### src/rbpe_pkg.sv
// Summary of operation
// - Single device: error two clocks after capture.
// - Pair device A: error one clock after capture.
// - Pair device B: error one clock after capture.
// - Error held low two cycles or reset.
// - Controller holds inputs low after reset release.
// - Controller keeps inputs defined after reset drop.
// - Inputs stay valid for activation time after release.
// - Second device parity fed from first's partial.
// - Reset low clears partial parity and outputs.
// - Reset low releases error output high at once.
// - Outputs update on rising clock edge, or at once when reset goes low.
// - Partial parity is registered on rising edge.
// - Error output changes launched from rising edge.
package rbpe_pkg;

    localparam int DATA_W = 25;
    localparam int PAIR_W = 14;
    localparam int OUT_W = 2 * PAIR_W;
    localparam int PAIR_B_LSB = DATA_W - PAIR_W;

    // Clock and timing
    localparam int MCLK_PERIOD_NS = 50;
    localparam int MAX_CLOCK_MHZ = 410;
    localparam int ACTIVATION_TIME_NS = 10;
    localparam int INACTIVE_TIME_NS = 15;
    localparam int ACT_CYCLES_RAW = (ACTIVATION_TIME_NS + MCLK_PERIOD_NS - 1) / MCLK_PERIOD_NS;
    localparam int INACT_CYCLES_RAW = (INACTIVE_TIME_NS + MCLK_PERIOD_NS - 1) / MCLK_PERIOD_NS;
    localparam int ACT_CYCLES = (ACT_CYCLES_RAW < 1) ? 1 : ACT_CYCLES_RAW;
    localparam int INACT_CYCLES = (INACT_CYCLES_RAW < 1) ? 1 : INACT_CYCLES_RAW;

    // Error latency in clocks after capture, and minimum low time
    localparam int LAT_SINGLE = 2;
    localparam int LAT_PAIR = 1;
    localparam int HOLD_CYCLES = 2;

    localparam int TIMER_W = 8;
    localparam logic [TIMER_W-1:0] ACT_LOAD = TIMER_W'(ACT_CYCLES);
    localparam logic [TIMER_W-1:0] INACT_LOAD = TIMER_W'(INACT_CYCLES);
    localparam logic [1:0] HOLD_LOAD = 2'(HOLD_CYCLES - 1);

    // Reset values
    localparam logic [DATA_W-1:0] DATA_RST = 25'h0000000;
    localparam logic [OUT_W-1:0] OUT_RST = 28'h0000000;
    localparam logic ERR_N_RST = 1'b1;

    // Selects the bits checked in the current width and pinout
    function automatic logic [DATA_W-1:0] rbpe_mask(input logic pair, input logic pin_b);
        logic [DATA_W-1:0] m;
        m = {DATA_W{1'b1}};
        if (pair)
        begin
            m = pin_b ? {{PAIR_W{1'b1}}, {PAIR_B_LSB{1'b0}}} : {{PAIR_B_LSB{1'b0}}, {PAIR_W{1'b1}}};
        end
        return m;
    endfunction : rbpe_mask

    // Even parity over the selected bits
    function automatic logic rbpe_parity(input logic [DATA_W-1:0] d, input logic pair,
                                         input logic pin_b);
        return ^(d & rbpe_mask(pair, pin_b));
    endfunction : rbpe_parity

endpackage : rbpe_pkg

### src/rbpe_if.sv
`timescale 1ns/1ps
`default_nettype none
interface rbpe_if;
    logic dev_reset_n;
    logic [rbpe_pkg::DATA_W-1:0] cmd_data;
    logic parity_in;
    logic [rbpe_pkg::OUT_W-1:0] registered_outputs;
    logic partial_parity_out;
    logic parity_error_n;

    modport dev (
        input dev_reset_n,
        input cmd_data,
        input parity_in,
        output registered_outputs,
        output partial_parity_out,
        output parity_error_n
    );

    modport ctl (
        output dev_reset_n,
        output cmd_data,
        output parity_in,
        input registered_outputs,
        input partial_parity_out,
        input parity_error_n
    );
endinterface : rbpe_if
`default_nettype wire

### src/rbpe_device.sv
`timescale 1ns/1ps
`default_nettype none
module rbpe_device (
    // Clock and reset
    input wire logic mclk,
    input wire logic rst,
    // Link to the controller
    rbpe_if.dev link,
    // Straps
    input wire logic pinout_select,
    input wire logic width_select,
    // Status toward the user side
    output logic error_active
);
    // Device reset pin clears the core without a clock, like the chip's own reset
    logic clear;
    assign clear = rst | ~link.dev_reset_n;

    // Straps are board pins: two flip-flops before any logic reads them.
    // Only rst clears these, so they track the pins while the device sits in reset.
    logic [1:0] strap_meta_q;
    logic [1:0] strap_sync_q;

    always_ff @(posedge mclk or posedge rst)
    begin
        if (rst)
        begin
            strap_meta_q <= 2'h0;
            strap_sync_q <= 2'h0;
        end
        else
        begin
            strap_meta_q <= {width_select, pinout_select};
            strap_sync_q <= strap_meta_q;
        end
    end

    logic pair_mode;
    logic pin_b;
    assign pair_mode = strap_sync_q[1];
    assign pin_b = strap_sync_q[0];

    // Captured data, kept for the parity check one clock later
    logic [rbpe_pkg::DATA_W-1:0] data_q;
    logic pair_q;
    logic pin_b_q;

    always_ff @(posedge mclk or posedge clear)
    begin
        if (clear)
        begin
            data_q <= rbpe_pkg::DATA_RST;
            pair_q <= 1'b0;
            pin_b_q <= 1'b0;
        end
        else
        begin
            data_q <= link.cmd_data;
            pair_q <= pair_mode;
            pin_b_q <= pin_b;
        end
    end

    // Fan-out of the registered outputs
    logic [rbpe_pkg::OUT_W-1:0] outputs_q;
    logic [rbpe_pkg::OUT_W-1:0] outputs_d;
    logic [rbpe_pkg::PAIR_W-1:0] half;

    always_comb
    begin
        half = pin_b ? link.cmd_data[rbpe_pkg::DATA_W-1:rbpe_pkg::PAIR_B_LSB]
                     : link.cmd_data[rbpe_pkg::PAIR_W-1:0];
        if (pair_mode)
        begin
            outputs_d = {half, half};
        end
        else
        begin
            outputs_d = {{(rbpe_pkg::OUT_W - rbpe_pkg::DATA_W){1'b0}}, link.cmd_data};
        end
    end

    always_ff @(posedge mclk or posedge clear)
    begin
        if (clear)
        begin
            outputs_q <= rbpe_pkg::OUT_RST;
        end
        else
        begin
            outputs_q <= outputs_d;
        end
    end

    assign link.registered_outputs = outputs_q;

    // Parity of the data captured last edge against the parity that follows it
    logic mismatch;
    assign mismatch = rbpe_pkg::rbpe_parity(data_q, pair_q, pin_b_q) ^ link.parity_in;

    logic ppo_q;
    logic mismatch_q;

    always_ff @(posedge mclk or posedge clear)
    begin
        if (clear)
        begin
            ppo_q <= 1'b0;
            mismatch_q <= 1'b0;
        end
        else
        begin
            ppo_q <= mismatch;
            mismatch_q <= mismatch;
        end
    end

    assign link.partial_parity_out = ppo_q;

    // Pair mode launches the error one clock after capture, single mode two
    logic err_set;
    assign err_set = pair_q ? mismatch : mismatch_q;

    // Error output hold: low for at least two clocks, extended by a fresh error
    typedef enum logic [1:0]
    {
        RBPE_OK = 2'b00,
        RBPE_LOW = 2'b01
    } rbpe_err_t;

    rbpe_err_t err_state_q;
    logic [1:0] hold_q;

    always_ff @(posedge mclk or posedge clear)
    begin
        if (clear)
        begin
            err_state_q <= RBPE_OK;
            hold_q <= 2'h0;
        end
        else
        begin
            unique case (err_state_q)
                RBPE_OK:
                begin
                    if (err_set)
                    begin
                        err_state_q <= RBPE_LOW;
                        hold_q <= rbpe_pkg::HOLD_LOAD;
                    end
                end
                RBPE_LOW:
                begin
                    if (err_set)
                    begin
                        hold_q <= rbpe_pkg::HOLD_LOAD;
                    end
                    else if (hold_q != 2'h0)
                    begin
                        hold_q <= hold_q - 2'h1;
                    end
                    else
                    begin
                        err_state_q <= RBPE_OK;
                    end
                end
                default:
                begin
                    err_state_q <= RBPE_OK;
                end
            endcase
        end
    end

    // Hold has run out; a fresh error in the same cycle still wins
    logic err_release;
    assign err_release = (err_state_q == RBPE_LOW) && (hold_q == 2'h0);

    // Output taken straight from a register, so no decode glitch
    logic err_n_q;

    always_ff @(posedge mclk or posedge clear)
    begin
        if (clear)
        begin
            err_n_q <= rbpe_pkg::ERR_N_RST;
        end
        else if (err_set)
        begin
            err_n_q <= 1'b0;
        end
        else if (err_release)
        begin
            err_n_q <= 1'b1;
        end
    end

    assign link.parity_error_n = err_n_q;

    // User-side copy kept in its own flip-flop, in step with the pin
    always_ff @(posedge mclk or posedge clear)
    begin
        if (clear)
        begin
            error_active <= 1'b0;
        end
        else if (err_set)
        begin
            error_active <= 1'b1;
        end
        else if (err_release)
        begin
            error_active <= 1'b0;
        end
    end
endmodule : rbpe_device
`default_nettype wire

### src/flat_wrapper.sv
// flat-port wrapper written by rule: the top's interface ports become plain ports
module rbpe_device_flat 
  (mclk, rst, pinout_select, width_select, error_active, link_dev_reset_n, link_cmd_data, link_parity_in, link_registered_outputs, link_partial_parity_out, link_parity_error_n);
  rbpe_if link_i ();
  input wire logic mclk;
  input wire logic rst;
  input wire logic pinout_select;
  input wire logic width_select;
  output logic error_active;
  input wire logic [$bits(link_i.dev_reset_n)-1:0] link_dev_reset_n;
  input wire logic [$bits(link_i.cmd_data)-1:0] link_cmd_data;
  input wire logic [$bits(link_i.parity_in)-1:0] link_parity_in;
  output wire logic [$bits(link_i.registered_outputs)-1:0] link_registered_outputs;
  output wire logic [$bits(link_i.partial_parity_out)-1:0] link_partial_parity_out;
  output wire logic [$bits(link_i.parity_error_n)-1:0] link_parity_error_n;
  assign link_i.dev_reset_n = link_dev_reset_n;
  assign link_i.cmd_data = link_cmd_data;
  assign link_i.parity_in = link_parity_in;
  assign link_registered_outputs = link_i.registered_outputs;
  assign link_partial_parity_out = link_i.partial_parity_out;
  assign link_parity_error_n = link_i.parity_error_n;
  rbpe_device u_core (.mclk(mclk), .rst(rst), .link(link_i), .pinout_select(pinout_select), .width_select(width_select), .error_active(error_active));
endmodule
### config.mk
export PLATFORM = sky130hd
export DESIGN_NAME = rbpe_device_flat
export DESIGN_NICKNAME = d
export VERILOG_FILES = /design/src/rbpe_pkg.sv /design/src/rbpe_if.sv /design/src/rbpe_device.sv /design/src/flat_wrapper.sv
export SDC_FILE = /design/constraint.sdc
export NUM_CORES = 1
export LEC_CHECK = 0
export ABC_CLOCK_PERIOD_IN_PS = 5730
export BUFFER_PORTS_ARGS = -buffer_cell sky130_fd_sc_hd__buf_2
export CAP_MARGIN = 20
export CORE_ASPECT_RATIO = 0.75
export CORE_MARGIN = 1
export CORE_UTILIZATION = 40
export CTS_CLUSTER_DIAMETER = 40
export DETAILED_ROUTE_END_ITERATION = 16
export GPL_TIMING_DRIVEN = 0
export SETUP_SLACK_MARGIN = 0.05
export SLEW_MARGIN = 20
export SYNTH_ARGS = -nofsm -noshare
export SYNTH_HDL_FRONTEND = slang
export SYNTH_SLANG_ARGS = --single-unit
### constraint.sdc
create_clock -name mclk -period 5.73 [get_ports mclk]
set_input_delay 0.8595 -clock mclk [delete_from_list [all_inputs] [get_ports mclk]]
set_output_delay 0.8595 -clock mclk [all_outputs]
set_load 0.005 [all_outputs]
==> results of run 1 <==
-- cells in the mapped netlist --
master                      n
sky130_fd_sc_hd__a211oi_1   2
sky130_fd_sc_hd__xor2_1     5
sky130_fd_sc_hd__nor2_1    13
sky130_fd_sc_hd__a21oi_2    1
sky130_fd_sc_hd__xnor2_2    1
sky130_fd_sc_hd__nand2_1    3
sky130_fd_sc_hd__xnor2_1   13
sky130_fd_sc_hd__a211o_1    1
sky130_fd_sc_hd__buf_1      2
sky130_fd_sc_hd__inv_1      5
sky130_fd_sc_hd__xnor3_1    2
sky130_fd_sc_hd__clkbuf_1   5
sky130_fd_sc_hd__dfstp_2    1
sky130_fd_sc_hd__dfrtp_1   64
sky130_fd_sc_hd__mux2i_1   15
sky130_fd_sc_hd__nor2b_1    6
sky130_fd_sc_hd__ha_1       1
sky130_fd_sc_hd__mux2_2    14
sky130_fd_sc_hd__a221o_1    2
sky130_fd_sc_hd__a221oi_1   1
sky130_fd_sc_hd__a21oi_1   14
sky130_fd_sc_hd__xnor3_2    1
-- metal layers --
metal | vias to the layer above | track usage, % | wire [µm]
met3 | 8 | 5.882 | 249
met1 | 737 | 23.32 | 2392
met2 | 47 | 22.22 | 1940
met5 | - | 0 | 0
li1 | 725 | - | -
met4 | 0 | 6.154 | 78
-- logic make-up (layout without fill, tap and decap cells) --
logic type	after synthesis	in the layout
AO/OA/AOI/OAI	21	21
XOR/XNOR	22	22
adder cells (fa/ha/maj)	1	1
buffers and inverters	12	91
flip-flops	65	65
multiplexers	29	29
AND/OR/NAND/NOR	22	22
-- path summary, 6_finish.rpt --
| kind | from | to | slack (ns) | cells past startpoint |
|---|---|---|---|---|
| min in group asynchronous | rst | u_core.strap_meta_q[1] | 0.42 | 2 |
| max in group asynchronous | rst | u_core.link.parity_error_n | 4.41 | 3 |
| worst min-delay path | u_core.strap_meta_q[1] | u_core.strap_sync_q[1] | 0.35 | 0 |
| worst min register to register | u_core.strap_meta_q[1] | u_core.strap_sync_q[1] | 0.35 | 0 |
| worst max register to register | u_core.data_q[8] | u_core.error_active | 3.45 | 6 |
| worst max-delay path | u_core.data_q[8] | u_core.error_active | 3.45 | 6 |
-- through the flow --
step	hold slack, ns	cell area [µm²]
after floorplan	0.3312	2465
after global placement	0.3361	2868
after detailed placement	0.3370	2930
after CTS	0.3595	3104
after global routing	0.3720	3104
final	0.3525	3104
-- cell usage in the layout, fill, tap and decap left out, types with 3 or more instances in the layout --
cell	synthesis	layout
sky130_fd_sc_hd__nand2_1	3	3
sky130_fd_sc_hd__dfrtp_1	64	64
sky130_fd_sc_hd__clkbuf_8	0	11
sky130_fd_sc_hd__mux2i_1	15	15
sky130_fd_sc_hd__mux2_2	14	14
sky130_fd_sc_hd__xnor2_1	13	13
sky130_fd_sc_hd__clkinv_2	0	3
sky130_fd_sc_hd__nor2b_1	6	5
sky130_fd_sc_hd__inv_1	5	5
sky130_fd_sc_hd__xor2_1	5	5
sky130_fd_sc_hd__buf_2	0	61
sky130_fd_sc_hd__clkbuf_1	5	7
sky130_fd_sc_hd__nor2_1	13	13
sky130_fd_sc_hd__a21oi_1	14	14
-- flip-flops by register name, indices dropped and copies added, names as in the netlist --
| name | cells |
|---|---|
| u_core.link.registered_outputs | 28 |
| u_core.data_q | 25 |
| u_core.hold_q | 2 |
| u_core.strap_meta_q | 2 |
| u_core.strap_sync_q | 2 |
| u_core.err_state_q | 1 |
| u_core.error_active | 1 |
| u_core.link.parity_error_n | 1 |
| u_core.link.partial_parity_out | 1 |
| u_core.pair_q | 1 |
| u_core.pin_b_q | 1 |
-- layout make-up --
cell class              count  area share [%]
flip-flops and latches     65           52.44
clock inverters             3          0.4837
well taps                  78           3.144
repair buffers             63           11.61
multi-input cells          95           25.76
plain buffers               7          0.8464
clock buffers              13           5.119
inverters                   5          0.6046
-- power breakdown --
part / total [mW] / leakage, nW / internal [mW] / switching [mW]
Combinational: 0.210 / 0.636 / 0.109 / 0.101
Sequential: 0.522 / 0.790 / 0.505 / 0.0179
Clock: 0.337 / 0.0932 / 0.179 / 0.159
==> run_results.csv, run 1 <==
group,metric,value,unit
sta,finalMaxSlewViolations,0,
grt,grt.overflow.total,0,
synth,avgSynthCellArea,14.33,µm²
sta,timing_hold_violations_final,0,
clock_network,cts-resized-gates,0,
power_and_ir_drop,max-vdd-ir-drop,0.1437,mV
status,run_status,"finished, final reports clean",
floorplan,die_width,92.65,µm
floorplan,std_cell_rows,24,
clock_network,cts.htree.levels,3,
clock_network,clk_transition_reported_paths,0.06,ns
power_and_ir_drop,fin_total_pwr,1.070,mW
sta,worst_slew_margin_rel,44.24,%
floorplan,die_y,69.98,µm
sta,setup_viol,0,
critical_path,critical_path_required,5.94,ns
grt,grt.total_usage,16.17,%
synth,ys_seq_elements,65,
clock_network,cts.root.buffer_cell,"sky130_fd_sc_hd__clkbuf_8",
critical_path,worst_setup_path_end_kind,"flip-flop",
flow_run,max-cap-violations,0,
sta,fin_crit_sh,39.71,%
finish,fillers,542,
worst_hold_path,hold_path_class,"reg -> reg",
clock_network,cts_buffer_depth,2,
critical_path,path_cells,"xnor2_1 > xnor3_1 > xnor2_1 > a21oi_1 > xnor3_2 > a221o_1",
finish,multi_input_comb_area,799.5,µm²
floorplan,core_area,5886,µm²
finish,layout-drive-gt1-share,38.25,%
drt,detail_route.vias_per_cell,4.611,
critical_path,worst-path-max-fanout,6,
clock_network,clock_insertion_delay_worst_skew,0.33,ns
critical_path,critical_path_max_stage_delay,0.50,ns
synth,synth_nets,204,
synth,synth_area_leader_cell,"sky130_fd_sc_hd__dfrtp_1",
synth,synth_warnings,0,
grt,pin_count_of_the_biggest_net_entering_global_routing,25,
synth,fraction_of_synthesized_area_in_multiplexers,12.49,%
sta,worst_clock_skew,0.007162,ns
synth,synth-compound-area-share,5.330,%
sta,finalSetupTns,0,ns
place,detailed_place_hpwl,3352,µm
drt,drt_drc_violations_left,0,
place,routabilityCongestion,0.7165,
drt,vias_after_detailed_routing,1517,
floorplan,initial_utilization,41.88,%
sta,unrepaired_setup_endpoints_after_global_routing,"no",
sta,post_route_setup_slack,3.455,ns
clock_network,post_cts_buffers,0,
critical_path,cpMostUsedCell,"sky130_fd_sc_hd__xnor2_1",
finish,num-nets-final,278,
grt,first_global_vias,1547,
critical_path,critical_path.slowest_cell,"sky130_fd_sc_hd__xnor3_2",
finish,layout.core_utilization,52.74,%
sta,final_period_minus_worst_setup_slack,2.275,ns
place,pre_cts_slack,3.460,ns
floorplan,ios,62,
grt,number_of_antenna_violations_at_the_first_check_in_global_routing,0,
synth,yosysUniqueCellTypes,22,
sta,actual_transition_at_the_worst_max_transition_pin,0.8365,ns
critical_path,timing.critical_path.from_type,"flip-flop",
power_and_ir_drop,power.leakage,1.519,nW
drt,drt_pass1_iterations,4,
clock_network,clock_sinks,65,
critical_path,worst-setup-path-type,"reg -> reg",
clock_network,post_cts_hold_buffer_count,0,
synth,yosysSeqAreaShare,66.04,%
critical_path,path_buf_inv,0,
finish,ff_latch_area,1628,µm²
synth,synth-simple-area-share,3.959,%
synth,syn-cell-area,2465,µm²
finish,n_antenna_cell,0,
synth,netlist_instances,172,
floorplan,die-area,6483,µm²
clock_network,tritoncts,"yes",
synth,yosys.area_share.xor_xnor,9.848,%
sta,maxClockFrequency,439.5,MHz
synth,yosysTopAreaCellShare,64.97,%
drt,detail_route.wl_per_cell,14.17,µm
synth,dominant_combinational_cell_family_by_area_after_synthesis,"multiplexers",
place,placedCellCount,313,
drt,drt-initial-drc-count,33,
clock_network,cts_made_buffers,9,
power_and_ir_drop,powerDensity,344.7,nW/µm²
grt,first_pass_grt_wire_length,7603,µm
finish,area.growth.synth_to_final,25.94,%
drt,antenna_left,0,
synth,post_synthesis_adder_cell_area_fraction,0.5076,%
critical_path,cp_top_family,"XOR/XNOR gates",
synth,synth.area.top_cells,"sky130_fd_sc_hd__dfrtp_1 65%, sky130_fd_sc_hd__mux2_2 6.4%, sky130_fd_sc_hd__mux2i_1 6.1%, sky130_fd_sc_hd__xnor2_1 4.6%, sky130_fd_sc_hd__a21oi_1 2.8%",
critical_path,critical_path_arrival,2.49,ns
finish,post_layout_nonfiller_instances,329,
drt,wirelength,4661,µm
place,port-buffer-count,61,
Note: power is estimated with default switching activity, not from simulation.
==> run 2, diff against run 1 <==
--- a/config.mk
+++ b/config.mk
@@ -5,7 +5,7 @@
 export SDC_FILE = /design/constraint.sdc
 export NUM_CORES = 1
 export LEC_CHECK = 0
-export ABC_CLOCK_PERIOD_IN_PS = 5730
+export ABC_CLOCK_PERIOD_IN_PS = 2400
 export BUFFER_PORTS_ARGS = -buffer_cell sky130_fd_sc_hd__buf_2
 export CAP_MARGIN = 20
 export CORE_ASPECT_RATIO = 0.75
==> constraint.sdc (replaced) <==
create_clock -name mclk -period 2.4 [get_ports mclk]
set_input_delay 0.36 -clock mclk [delete_from_list [all_inputs] [get_ports mclk]]
set_output_delay 0.36 -clock mclk [all_outputs]
set_load 0.005 [all_outputs]
==> run 2 against run 1 <==
Compared with the run above: sequential power is 140% higher; global-route usage is 0.28 points higher; flip-flop and latch count stayed put; non-clock buffer count is 1 higher; final area stayed put; worst hold slack worse by 0.22 ns; register-to-register slack worse by 3.3 ns; final cell count is 0.30% higher; count of clock-buffer cells in the layout is 2 higher; die area stayed put; total power is 140% higher; sequential share of layout area stayed put; critical endpoint unchanged; largest cell class unchanged; highest routed layer unchanged.
==> run_results.csv, run 2 (synthesized netlist as in run 1, its figures left out) <==
group,metric,value,unit
status,run_status,"finished, final reports clean",
sta,maxClockFrequency,444.7,MHz
critical_path,critical_path_required,2.61,ns
drt,wirelength,4800,µm
finish,area.growth.synth_to_final,25.94,%
critical_path,worst_setup_path_end_kind,"flip-flop",
finish,layout-drive-gt1-share,37.30,%
power_and_ir_drop,seq_power_share,48.8,%
critical_path,critical_path.slowest_cell,"sky130_fd_sc_hd__xnor3_2",
worst_hold_path,hold_path_class,"in -> reg",
drt,antenna_left,0,
critical_path,cpMostUsedCell,"sky130_fd_sc_hd__xnor2_1",
drt,drt-initial-drc-count,82,
power_and_ir_drop,combPwrFrac,19.7,%
grt,first_global_vias,1544,
sta,hold-worst-slack,0.1353,ns
critical_path,timing.critical_path.from_type,"flip-flop",
critical_path,critical_path_max_stage_delay,0.50,ns
place,detailed_place_hpwl,3483,µm
clock_network,post_cts_buffers,0,
clock_network,cts.htree.levels,3,
finish,largest_register_ffs,28,
clock_network,clock_sinks,65,
drt,vias_after_detailed_routing,1523,
sta,timing_hold_violations_final,0,
critical_path,path_cells,"xnor2_1 > xnor3_1 > xnor2_1 > a21oi_1 > xnor3_2 > a221o_1",
power_and_ir_drop,netSwitchingPower,0.6584,mW
drt,detail_route.wl_per_cell,14.55,µm
power_and_ir_drop,share_clk_of_total_power,31.5,%
sta,setup_viol,0,
floorplan,ios,62,
clock_network,cts_made_buffers,9,
grt,number_of_antenna_violations_at_the_first_check_in_global_routing,0,
power_and_ir_drop,powerDensity,823.4,nW/µm²
power_and_ir_drop,max-vdd-ir-drop,0.3469,mV
critical_path,worst-setup-path-type,"reg -> reg",
grt,grt.total_usage,16.45,%
power_and_ir_drop,switching_share,25.76,%
floorplan,die_width,92.65,µm
clock_network,clock_insertion_delay_worst_skew,0.33,ns
grt,grt.overflow.total,0,
finish,num-nets-final,279,
sta,actual_transition_at_the_worst_max_transition_pin,0.7817,ns
drt,detail_route.vias_per_cell,4.615,
floorplan,die-area,6483,µm²
drt,drt_pass1_iterations,4,
clock_network,cts.root.buffer_cell,"sky130_fd_sc_hd__clkbuf_8",
drt,drt_drc_violations_left,0,
sta,fin_crit_sh,93.69,%
sta,finalMaxSlewViolations,0,
clock_network,cts-resized-gates,0,
finish,layout.cells.most_common,"sky130_fd_sc_hd__dfrtp_1",
finish,fillers,568,
place,routabilityCongestion,0.7287,
finish,highest_count_cells_in_the_layout_ignoring_fill_and_taps,"64 x sky130_fd_sc_hd__dfrtp_1, 61 x sky130_fd_sc_hd__buf_2, 15 x sky130_fd_sc_hd__mux2i_1",
grt,pin_count_of_the_biggest_net_entering_global_routing,26,
place,port-buffer-count,61,
floorplan,std_cell_rows,24,
sta,worst_clock_skew,0.007834,ns
sta,finalSetupTns,0,ns
power_and_ir_drop,power.leakage,1.514,nW
sta,final_period_minus_worst_setup_slack,2.248,ns
clock_network,cts_buffer_depth,2,
clock_network,tritoncts,"yes",
floorplan,die_y,69.98,µm
grt,first_pass_grt_wire_length,7700,µm
sta,unrepaired_setup_endpoints_after_global_routing,"no",
sta,worst_slew_margin_rel,47.88,%
finish,n_antenna_cell,0,
critical_path,worst-path-max-fanout,6,
floorplan,initial_utilization,41.88,%
flow_run,max-cap-violations,0,
power_and_ir_drop,p_int,1.898,mW
clock_network,clk_transition_reported_paths,0.07,ns
floorplan,core_area,5886,µm²
critical_path,critical_path_arrival,2.46,ns
run 2: cell types whose count changed in the layout (fill, tap and decap cells not counted):
cell and change:
sky130_fd_sc_hd__buf_16 -1, sky130_fd_sc_hd__dlygate4sd3_1 +1, sky130_fd_sc_hd__buf_12 +1, sky130_fd_sc_hd__clkinv_2 -2, sky130_fd_sc_hd__clkbuf_1 +2
run 2: path summary, 6_finish.rpt:
path	startpoint	endpoint	slack, ns	cells after the start
max	u_core.data_q[8]	u_core.error_active	0.15	6
min	pinout_select	u_core.strap_meta_q[0]	0.14	1
max reg2reg	u_core.data_q[8]	u_core.error_active	0.15	6
min reg2reg	u_core.strap_meta_q[0]	u_core.strap_sync_q[0]	0.35	0
max in group asynchronous	rst	u_core.link.parity_error_n	1.11	4
min in group asynchronous	link_dev_reset_n	u_core.link.registered_outputs[27]	0.15	2
run 2: what timing repair did:
action | 4_1_cts | 5_1_grt
hold buffers | 1 | 0
endpoints found under the hold margin | 4 | 0
setup endpoints to repair | 0 | 0
run 2: per-layer routing:
metal	share of wire [%]	vias to the layer above	wire length (µm)	GRT usage (%)
met2	43	55	2059	22.96
met3	7.0	4	334	7.516
met4	0.96	0	46	4.615
met1	49	738	2361	23.10
met5	0	-	0	0
li1	-	726	-	-
run 2: power by group through the flow:
stage / Clock, mW / Sequential [mW] / Combinational (mW)
2_1_floorplan: 0 / 1.27 / 0.331
3_3_place_gp: 0 / 1.27 / 0.494
3_5_place_dp: 0 / 1.27 / 0.512
4_1_cts: 0.829 / 1.25 / 0.515
5_1_grt: 0.889 / 1.26 / 0.553
6_report: 0.806 / 1.25 / 0.503
run 2: cell type report:
class / count / area (µm²) / area share, %
sequential: 65 / 1628 / 52.44
multi-input combinational: 95 / 799.5 / 25.76
timing repair buffer: 64 / 362.8 / 11.69
clock buffer: 15 / 166.4 / 5.361
tap: 78 / 97.59 / 3.144
buffer: 7 / 26.28 / 0.8464
inverter: 5 / 18.77 / 0.6046
clock inverter: 1 / 5.005 / 0.1612
run 2: stage by stage:
step | total power, mW | utilization, % | setup slack (ns) | std cells | cell area, µm²
2_1_floorplan | 1.603 | - | 0.3322 | 172 | 2472
3_3_place_gp | 1.761 | 48.85 | 0.1604 | 311 | 2875
3_5_place_dp | 1.780 | 49.66 | 0.1247 | 313 | 2923
4_1_cts | 2.592 | 52.74 | 0.1024 | 330 | 3104
5_1_grt | 2.702 | 52.74 | 0.05066 | 330 | 3104
6_report | 2.556 | 52.74 | 0.1515 | 330 | 3104
run 2: critical path, delay by kind of cell (launching register included):
family	cells	cell delay [ns]
xor+xnor	4	1.26
flops	1	0.38
compound gates	2	0.49
